[src/include/opd_pkg.sv]
// Package: register map, modes and timing constants of the output pulse and edge delay block
package opd_pkg;
	localparam int          ADDR_W        = 12;
	localparam int          WIDTH_W       = 16;
	localparam int          COUNT_W       = 16;
	// Timing: one time-base step is 0.1 ms = 100000 ns
	localparam int          CLK_PERIOD_NS = 100;
	localparam int          STEP_NS       = 100000;
	localparam int          STEP_CYCLES   = STEP_NS / CLK_PERIOD_NS;
	localparam int          TICK_W        = 10;
	// Register byte offsets
	localparam logic [11:0] REG_CTRL      = 12'h000;
	localparam logic [11:0] REG_LOW_W     = 12'h004;
	localparam logic [11:0] REG_HIGH_W    = 12'h008;
	localparam logic [11:0] REG_PCOUNT    = 12'h00C;
	localparam logic [11:0] REG_DELAY     = 12'h010;
	localparam logic [11:0] REG_CMD       = 12'h014;
	localparam logic [11:0] REG_STATUS    = 12'h018;
	localparam logic [11:0] REG_DONE_CNT  = 12'h01C;
	// Control field positions
	localparam int          CTRL_MODE_LSB = 0;
	localparam int          CTRL_FIXED    = 2;
	localparam int          CTRL_LEVEL    = 3;
	// Command bits (write one)
	localparam int          CMD_START     = 0;
	localparam int          CMD_STOP      = 1;
	// Status bits
	localparam int          STS_OUT       = 0;
	localparam int          STS_RUN       = 1;
	localparam int          STS_PENDING   = 2;
	localparam int          STS_LEVEL     = 3;
	typedef enum logic [1:0] {
		OPD_MODE_LEVEL = 2'h0,
		OPD_MODE_PULSE = 2'h1,
		OPD_MODE_RDLY  = 2'h2,
		OPD_MODE_FDLY  = 2'h3
	} opd_mode_t;
	typedef enum logic [1:0] {
		OPD_ST_IDLE = 2'h0,
		OPD_ST_LOW  = 2'h1,
		OPD_ST_HIGH = 2'h3
	} opd_state_t;
endpackage : opd_pkg

[src/rtl/opd_tick.sv]
// Time-base generator: one-cycle pulse every 0.1 ms
`timescale 1ns/1ps
`default_nettype none
module opd_tick (
	// Clock and reset
	input  wire logic pclk,
	input  wire logic presetn,
	input  wire logic clk_en,
	// Tick out
	output logic      tick
);
	logic [opd_pkg::TICK_W-1:0] cnt_ff;
	logic [opd_pkg::TICK_W-1:0] nxt_cnt;
	logic                       wrap;

	always_comb
	begin
		wrap    = (cnt_ff == opd_pkg::TICK_W'(opd_pkg::STEP_CYCLES - 1));
		nxt_cnt = wrap ? '0 : cnt_ff + 1'b1;
	end

	always_ff @(posedge pclk or negedge presetn)
	begin
		if (!presetn)
			cnt_ff <= '0;
		else if (clk_en)
			cnt_ff <= nxt_cnt;
	end

	assign tick = wrap & clk_en;
endmodule : opd_tick
`default_nettype wire

[src/rtl/opd_channel.sv]
// Output channel: level, pulse train and edge-delay modes behind an APB slave
//
// Decided for this implementation: the address map and the APB interface to the registers.
`timescale 1ns/1ps
`default_nettype none
// Function
// - Pulse mode runs an endless train or a fixed count, chosen by a control bit.
// - Low and high phases are each timed from their own width in 0.1 ms steps.
// - In fixed-count mode exactly the programmed number of pulses (one for a count of zero) is emitted, then output stops.
// - A start command begins pulse generation and a stop command ends it, in both sub-modes.
// - Period is the sum of low and high phases, so frequency and duty follow from the two widths.
// - Rising-delay mode holds back each low-to-high change by the programmed delay.
// - Falling-delay mode holds back each high-to-low change by the programmed delay.
// - Level mode drives the commanded level at once and reports it as status.
module opd_channel (
	// APB slave
	input  wire logic                      pclk,
	input  wire logic                      presetn,
	input  wire logic                      psel,
	input  wire logic                      penable,
	input  wire logic                      pwrite,
	input  wire logic [opd_pkg::ADDR_W-1:0] paddr,
	input  wire logic [31:0]               pwdata,
	output logic      [31:0]               prdata,
	output logic                           pready,
	output logic                           pslverr,
	// Clock enable
	input  wire logic                      clk_en,
	// Digital output
	output logic                           dout
);
	logic                         tick;
	logic                         acc;
	logic                         wr;
	logic [1:0]                   mode_ff;
	logic                         fixed_ff;
	logic                         level_ff;
	logic [opd_pkg::WIDTH_W-1:0]  low_w_ff;
	logic [opd_pkg::WIDTH_W-1:0]  high_w_ff;
	logic [opd_pkg::COUNT_W-1:0]  pcount_ff;
	logic [opd_pkg::WIDTH_W-1:0]  delay_ff;
	logic [1:0]                   nxt_mode;
	logic                         nxt_fixed;
	logic                         nxt_level;
	logic [opd_pkg::WIDTH_W-1:0]  nxt_low_w;
	logic [opd_pkg::WIDTH_W-1:0]  nxt_high_w;
	logic [opd_pkg::COUNT_W-1:0]  nxt_pcount;
	logic [opd_pkg::WIDTH_W-1:0]  nxt_delay;
	logic                         cmd_start;
	logic                         cmd_stop;
	opd_pkg::opd_state_t          st_ff;
	opd_pkg::opd_state_t          nxt_st;
	logic [opd_pkg::WIDTH_W-1:0]  phase_ff;
	logic [opd_pkg::WIDTH_W-1:0]  nxt_phase;
	logic [opd_pkg::COUNT_W-1:0]  done_ff;
	logic [opd_pkg::COUNT_W-1:0]  nxt_done;
	logic                         out_ff;
	logic                         nxt_out;
	logic                         pend_ff;
	logic                         nxt_pend;
	logic [opd_pkg::WIDTH_W-1:0]  dcnt_ff;
	logic [opd_pkg::WIDTH_W-1:0]  nxt_dcnt;
	logic [31:0]                  nxt_rdata;
	logic [31:0]                  rdata_ff;
	logic                         bad_addr;
	logic                         delayed_edge;

	opd_tick u_tick (
		.pclk    (pclk),
		.presetn (presetn),
		.clk_en  (clk_en),
		.tick    (tick)
	);

	// APB decode: zero-wait, access phase completes at once
	assign acc     = psel & penable;
	assign wr      = acc & pwrite & clk_en;
	assign pready  = 1'b1;
	assign pslverr = acc & bad_addr;
	assign prdata  = rdata_ff;

	always_comb
	begin
		nxt_mode   = mode_ff;
		nxt_fixed  = fixed_ff;
		nxt_level  = level_ff;
		nxt_low_w  = low_w_ff;
		nxt_high_w = high_w_ff;
		nxt_pcount = pcount_ff;
		nxt_delay  = delay_ff;
		cmd_start  = 1'b0;
		cmd_stop   = 1'b0;
		bad_addr   = 1'b0;
		nxt_rdata  = 32'h0000_0000;
		if (paddr == opd_pkg::REG_CTRL)
		begin
			nxt_rdata = {28'h000_0000, level_ff, fixed_ff, mode_ff};
			if (wr)
			begin
				nxt_mode  = pwdata[opd_pkg::CTRL_MODE_LSB +: 2];
				nxt_fixed = pwdata[opd_pkg::CTRL_FIXED];
				nxt_level = pwdata[opd_pkg::CTRL_LEVEL];
			end
		end
		else if (paddr == opd_pkg::REG_LOW_W)
		begin
			nxt_rdata = {16'h0000, low_w_ff};
			if (wr)
				nxt_low_w = pwdata[opd_pkg::WIDTH_W-1:0];
		end
		else if (paddr == opd_pkg::REG_HIGH_W)
		begin
			nxt_rdata = {16'h0000, high_w_ff};
			if (wr)
				nxt_high_w = pwdata[opd_pkg::WIDTH_W-1:0];
		end
		else if (paddr == opd_pkg::REG_PCOUNT)
		begin
			nxt_rdata = {16'h0000, pcount_ff};
			if (wr)
				nxt_pcount = pwdata[opd_pkg::COUNT_W-1:0];
		end
		else if (paddr == opd_pkg::REG_DELAY)
		begin
			nxt_rdata = {16'h0000, delay_ff};
			if (wr)
				nxt_delay = pwdata[opd_pkg::WIDTH_W-1:0];
		end
		else if (paddr == opd_pkg::REG_CMD)
		begin
			cmd_start = wr & pwdata[opd_pkg::CMD_START];
			cmd_stop  = wr & pwdata[opd_pkg::CMD_STOP];
		end
		else if (paddr == opd_pkg::REG_STATUS)
			nxt_rdata = {28'h000_0000, level_ff, pend_ff, (st_ff != opd_pkg::OPD_ST_IDLE), out_ff};
		else if (paddr == opd_pkg::REG_DONE_CNT)
			nxt_rdata = {16'h0000, done_ff};
		else
			bad_addr = 1'b1;
	end

	always_ff @(posedge pclk or negedge presetn)
	begin
		if (!presetn)
		begin
			mode_ff   <= opd_pkg::OPD_MODE_LEVEL;
			fixed_ff  <= 1'b0;
			level_ff  <= 1'b0;
			low_w_ff  <= '0;
			high_w_ff <= '0;
			pcount_ff <= '0;
			delay_ff  <= '0;
			rdata_ff  <= 32'h0000_0000;
		end
		else if (clk_en)
		begin
			mode_ff   <= nxt_mode;
			fixed_ff  <= nxt_fixed;
			level_ff  <= nxt_level;
			low_w_ff  <= nxt_low_w;
			high_w_ff <= nxt_high_w;
			pcount_ff <= nxt_pcount;
			delay_ff  <= nxt_delay;
			if (psel & ~penable & ~pwrite)
				rdata_ff <= nxt_rdata;
		end
	end

	// Output generation per mode
	// Level whose arrival is held back: high in rising-delay mode, low in falling-delay mode
	assign delayed_edge = (mode_ff == opd_pkg::OPD_MODE_RDLY);

	always_comb
	begin
		nxt_st    = st_ff;
		nxt_phase = phase_ff;
		nxt_done  = done_ff;
		nxt_out   = out_ff;
		nxt_pend  = 1'b0;
		nxt_dcnt  = '0;
		if (mode_ff == opd_pkg::OPD_MODE_PULSE)
		begin
			case (st_ff)
				opd_pkg::OPD_ST_IDLE:
				begin
					nxt_out = 1'b0;
					if (cmd_start & ~cmd_stop)
					begin
						nxt_st    = opd_pkg::OPD_ST_LOW;
						nxt_phase = '0;
						nxt_done  = '0;
					end
				end
				opd_pkg::OPD_ST_LOW:
				begin
					nxt_out = 1'b0;
					if (tick)
						nxt_phase = phase_ff + 1'b1;
					if (tick && (phase_ff + 1'b1 >= low_w_ff))
					begin
						nxt_st    = opd_pkg::OPD_ST_HIGH;
						nxt_phase = '0;
						nxt_out   = 1'b1;
					end
				end
				opd_pkg::OPD_ST_HIGH:
				begin
					nxt_out = 1'b1;
					if (tick)
						nxt_phase = phase_ff + 1'b1;
					if (tick && (phase_ff + 1'b1 >= high_w_ff))
					begin
						nxt_phase = '0;
						nxt_out   = 1'b0;
						nxt_done  = done_ff + 1'b1;
						if (fixed_ff && (done_ff + 1'b1 >= pcount_ff))
							nxt_st = opd_pkg::OPD_ST_IDLE;
						else
							nxt_st = opd_pkg::OPD_ST_LOW;
					end
				end
				default:
					nxt_st = opd_pkg::OPD_ST_IDLE;
			endcase
			if (cmd_stop)
			begin
				nxt_st  = opd_pkg::OPD_ST_IDLE;
				nxt_out = 1'b0;
			end
		end
		else
		begin
			nxt_st = opd_pkg::OPD_ST_IDLE;
			if (mode_ff == opd_pkg::OPD_MODE_LEVEL)
				nxt_out = level_ff;
			else if (level_ff == out_ff)
				nxt_out = out_ff;
			else if (level_ff != delayed_edge)
				nxt_out = level_ff;
			else
			begin
				nxt_pend = 1'b1;
				nxt_dcnt = dcnt_ff;
				if (tick)
					nxt_dcnt = dcnt_ff + 1'b1;
				if (dcnt_ff >= delay_ff)
				begin
					nxt_out  = level_ff;
					nxt_pend = 1'b0;
					nxt_dcnt = '0;
				end
			end
		end
	end

	always_ff @(posedge pclk or negedge presetn)
	begin
		if (!presetn)
		begin
			st_ff    <= opd_pkg::OPD_ST_IDLE;
			phase_ff <= '0;
			done_ff  <= '0;
			out_ff   <= 1'b0;
			pend_ff  <= 1'b0;
			dcnt_ff  <= '0;
		end
		else if (clk_en)
		begin
			st_ff    <= nxt_st;
			phase_ff <= nxt_phase;
			done_ff  <= nxt_done;
			out_ff   <= nxt_out;
			pend_ff  <= nxt_pend;
			dcnt_ff  <= nxt_dcnt;
		end
	end

	assign dout = out_ff;
endmodule : opd_channel
`default_nettype wire

[config.mk]
export PLATFORM = sky130hd
export DESIGN_NAME = opd_channel
export DESIGN_NICKNAME = d
export VERILOG_FILES = /design/src/include/opd_pkg.sv /design/src/rtl/opd_tick.sv /design/src/rtl/opd_channel.sv
export SDC_FILE = /design/constraint.sdc
export NUM_CORES = 1
export LEC_CHECK = 0
export BUFFER_PORTS_ARGS = -buffer_cell sky130_fd_sc_hd__buf_2
export CAP_MARGIN = 20
export CORE_UTILIZATION = 55
export CTS_BUF_LIST = sky130_fd_sc_hd__clkbuf_2
export DETAILED_ROUTE_END_ITERATION = 16
export MAX_ROUTING_LAYER = met4
export PLACE_DENSITY_LB_ADDON = 0.2
export SLEW_MARGIN = 20
export SYNTH_ARGS = -nofsm -noshare
export SYNTH_HDL_FRONTEND = slang
export SYNTH_SLANG_ARGS = --single-unit
[constraint.sdc]
create_clock -name pclk -period 10.9 [get_ports pclk]
set_input_delay 0.545 -clock pclk [delete_from_list [all_inputs] [get_ports pclk]]
set_output_delay 0.545 -clock pclk [all_outputs]
set_load 0.01 [all_outputs]
==> run summary <==
status = finished clean
# rows = 46
Netlist cell types = 64
clock buffer depth = 2
routed len/inst = 18.3 um
Crit Path Max Fanout = 10
DRC errors left = 0
critical path's top delay family = simple AND/OR/NAND/NOR gates
ratio of cells with drive above 1 in the final layout = 11.1%
most frequent cells in the layout = dfrtp_1, nand2_1, o21ai_0
number of synthesized flops with an enable pin = 0
hold_sp = pwdata[9]
Worst-Skew Late Latency = 0.71 ns
post-CTS setup buffers = 0
Hold Violations, Final = 0
setup TNS = 0 ns
reg-to-reg critical path endpoint = st_ff[1]
CTS H-tree lvls = 4
WHS Endpoint = low_w_ff[9]
IO Count = 85
fmax = 0.213 GHz
antenna violations before repair = 1
initial core utilization = 57.0%
global-route wire length before repair = 39000 um
die height = 131 um
YS warnings = 0
total CTS buffers = 17
Core Region = 16100 um^2
leakage power = 0.00475 uW
pre-CTS WS = 6.31 ns
crit path kind = flip-flop to flip-flop
DIE WIDTH = 131 um
vias = 7682
Final Non-Filler Cells = 1306
Critical Path End Type = flip-flop
gpl congestion = 0.895
drt first-iter violations = 633
VDD IR max = 0.104 mV
Total GRT Usage = 30.0%
post-route ant nets = 0
most frequent CP cell = a21oi_1
FF+latch count, synth = 146
Reg2Reg Setup Slack = 6.22 ns
Hold Slack = 0.105 ns
Hold WC Path Type = input pin to flip-flop
CTS resizes = 0
layout net count = 1194
Worst Path Arrival = 5.29 ns
GRT Residual Overflow = 0
Mapped Cells = 1051
Buf/Inv on CP = 0
Synth Flop Type = dfrtp_1
CTS sink cnt = 146
worst path required time = 11.50 ns
Clock transition at path regs = 0.21 ns
CP Cell Sequence = and3_1, nand4_1, nor2_1, nand3_1, or2_2, xnor2_1, ha_1, nand2_1, o21ai_0, nor3_1, a21oi_1, a21oi_1, or3_1, o41ai_2
highest cell delay on the worst timing path = 0.84 ns
max_slew headroom = 26.8%
register area share after synthesis = 39.8%
unrepaired setup endpoints after global routing = no
worst slew pin tran = 1.10 ns
vias per inst = 5.88
Avg Inst Size Synth = 8.74 um^2
HPWL after DPL = 17900 um
Pwr Total = 993 uW
synthesized area = 9180 um^2
largest net degree at the start of global routing = 87
Max stage delay cell, worst path = a21oi_1
Max-Cap Viols = 0
Reg2Reg Depth = 14
Area Growth Syn to Fin = 6.57%
CP Depth = 14
Period Utilization, post-route = 43.0%
setup violators final = 0
vias in the first global route = 7292
fin crit period = 4.68 ns
fin. max-slew vios = 0
WHS Path Cells = 3
Post-Route WL = 23900 um
number of buffers added on ports = 51
root buf cell = clkbuf_2
FF-to-FF Start = phase_ff[0]
PD cells = 102 nW/um^2
Setup Skew = 0.0314 ns
First-pass DRT Iterations = 8
setup ws final = 6.22 ns
die area = 17200 um^2
TritonCTS clock tree = done
crit start category = flip-flop
commonest non-fill, non-tap cell in the layout = dfrtp_1
ys async rst share = 100%
dpl cells = 1272
[cell usage after synthesis, types with 18 or more instances]
cell	instances	share of area (%)
nor2_1	73	3.0
clkbuf_1	49	2.0
dfrtp_1	146	40
buf_4	18	1.5
nand4_1	25	1.7
nand2_1	125	5.1
a21oi_1	61	3.3
o21ai_1	28	1.5
nand3_1	36	2.0
inv_1	73	3.0
o21ai_0	83	4.5
ha_1	68	9.3
xnor2_1	19	1.8
xor2_1	24	2.3
[worst min-delay path, cell delays in order]
cell	delay [ns]
buf_2	0.12
nand2_1	0.05
o21ai_0	0.07
[area by class of cell]
class	instances	area, um^2
Antenna cell	1	2.50
Clock buffer	19	95.1
Clock inverter	13	138
Fill cell	1450	6330
Inverter	74	278
Multi-Input combinational cell	773	4990
Sequential cell	146	3650
Tap cell	216	270
Timing Repair Buffer	64	362
[through the flow]
stage               util, %  area (um^2)
floorplan                 -         9240
global placement       59.2         9540
detailed placement     59.2         9540
CTS                    60.7         9780
global route           60.7         9780
finish                 60.7         9780
[cell families after synthesis]
kind of cell	synth area share, %
simple gates	18.1
flops	39.8
buf+inv	6.77
mux	5.22
other cells	0.0818
fa+ha+maj	9.27
xor+xnor	4.10
compound gates	16.6
[routing by layer]
layer	vias up	part of all wire, %	GRT usage [%]
li1	3737	-	-
met1	3699	44	38.8
met2	216	48	47.7
met3	30	5.6	6.64
met4	0	1.8	7.78
met5	-	0	-
[where the power goes]
group | leakage (uW) | switching [uW] | internal, uW
clock network | 0.000130 | 202 | 106
logic | 0.00286 | 59.2 | 38.3
registers | 0.00176 | 22.1 | 565
[how the worst max path moves through the flow]
stage | start | slack (ns) | to
global placement | phase_ff[0] | 6.40 | phase_ff[2]
detailed placement | phase_ff[0] | 6.31 | st_ff[1]
CTS | phase_ff[0] | 6.23 | st_ff[1]
finish | phase_ff[0] | 6.22 | st_ff[1]
floorplan | phase_ff[0] | 7.16 | st_ff[1]
global route | phase_ff[0] | 5.78 | st_ff[1]
[timing repair]
action / in CTS / in global routing
hold buffers: 1 / 0
endpoints found under the hold margin: 85 / 0
setup endpoints to repair: 0 / 0
[sequential cells by signal (all words and copies together) (netlist names)]
name and flops:
prdata 16, pcount_ff 16, high_w_ff 16, dout 1, done_ff 16, level_ff 1, u_tick.cnt_ff 10, dcnt_ff 16
pend_ff 1, fixed_ff 1, low_w_ff 16, phase_ff 16, delay_ff 16, mode_ff 2, st_ff 2
No activity file was read; power rests on OpenSTA's default activity.
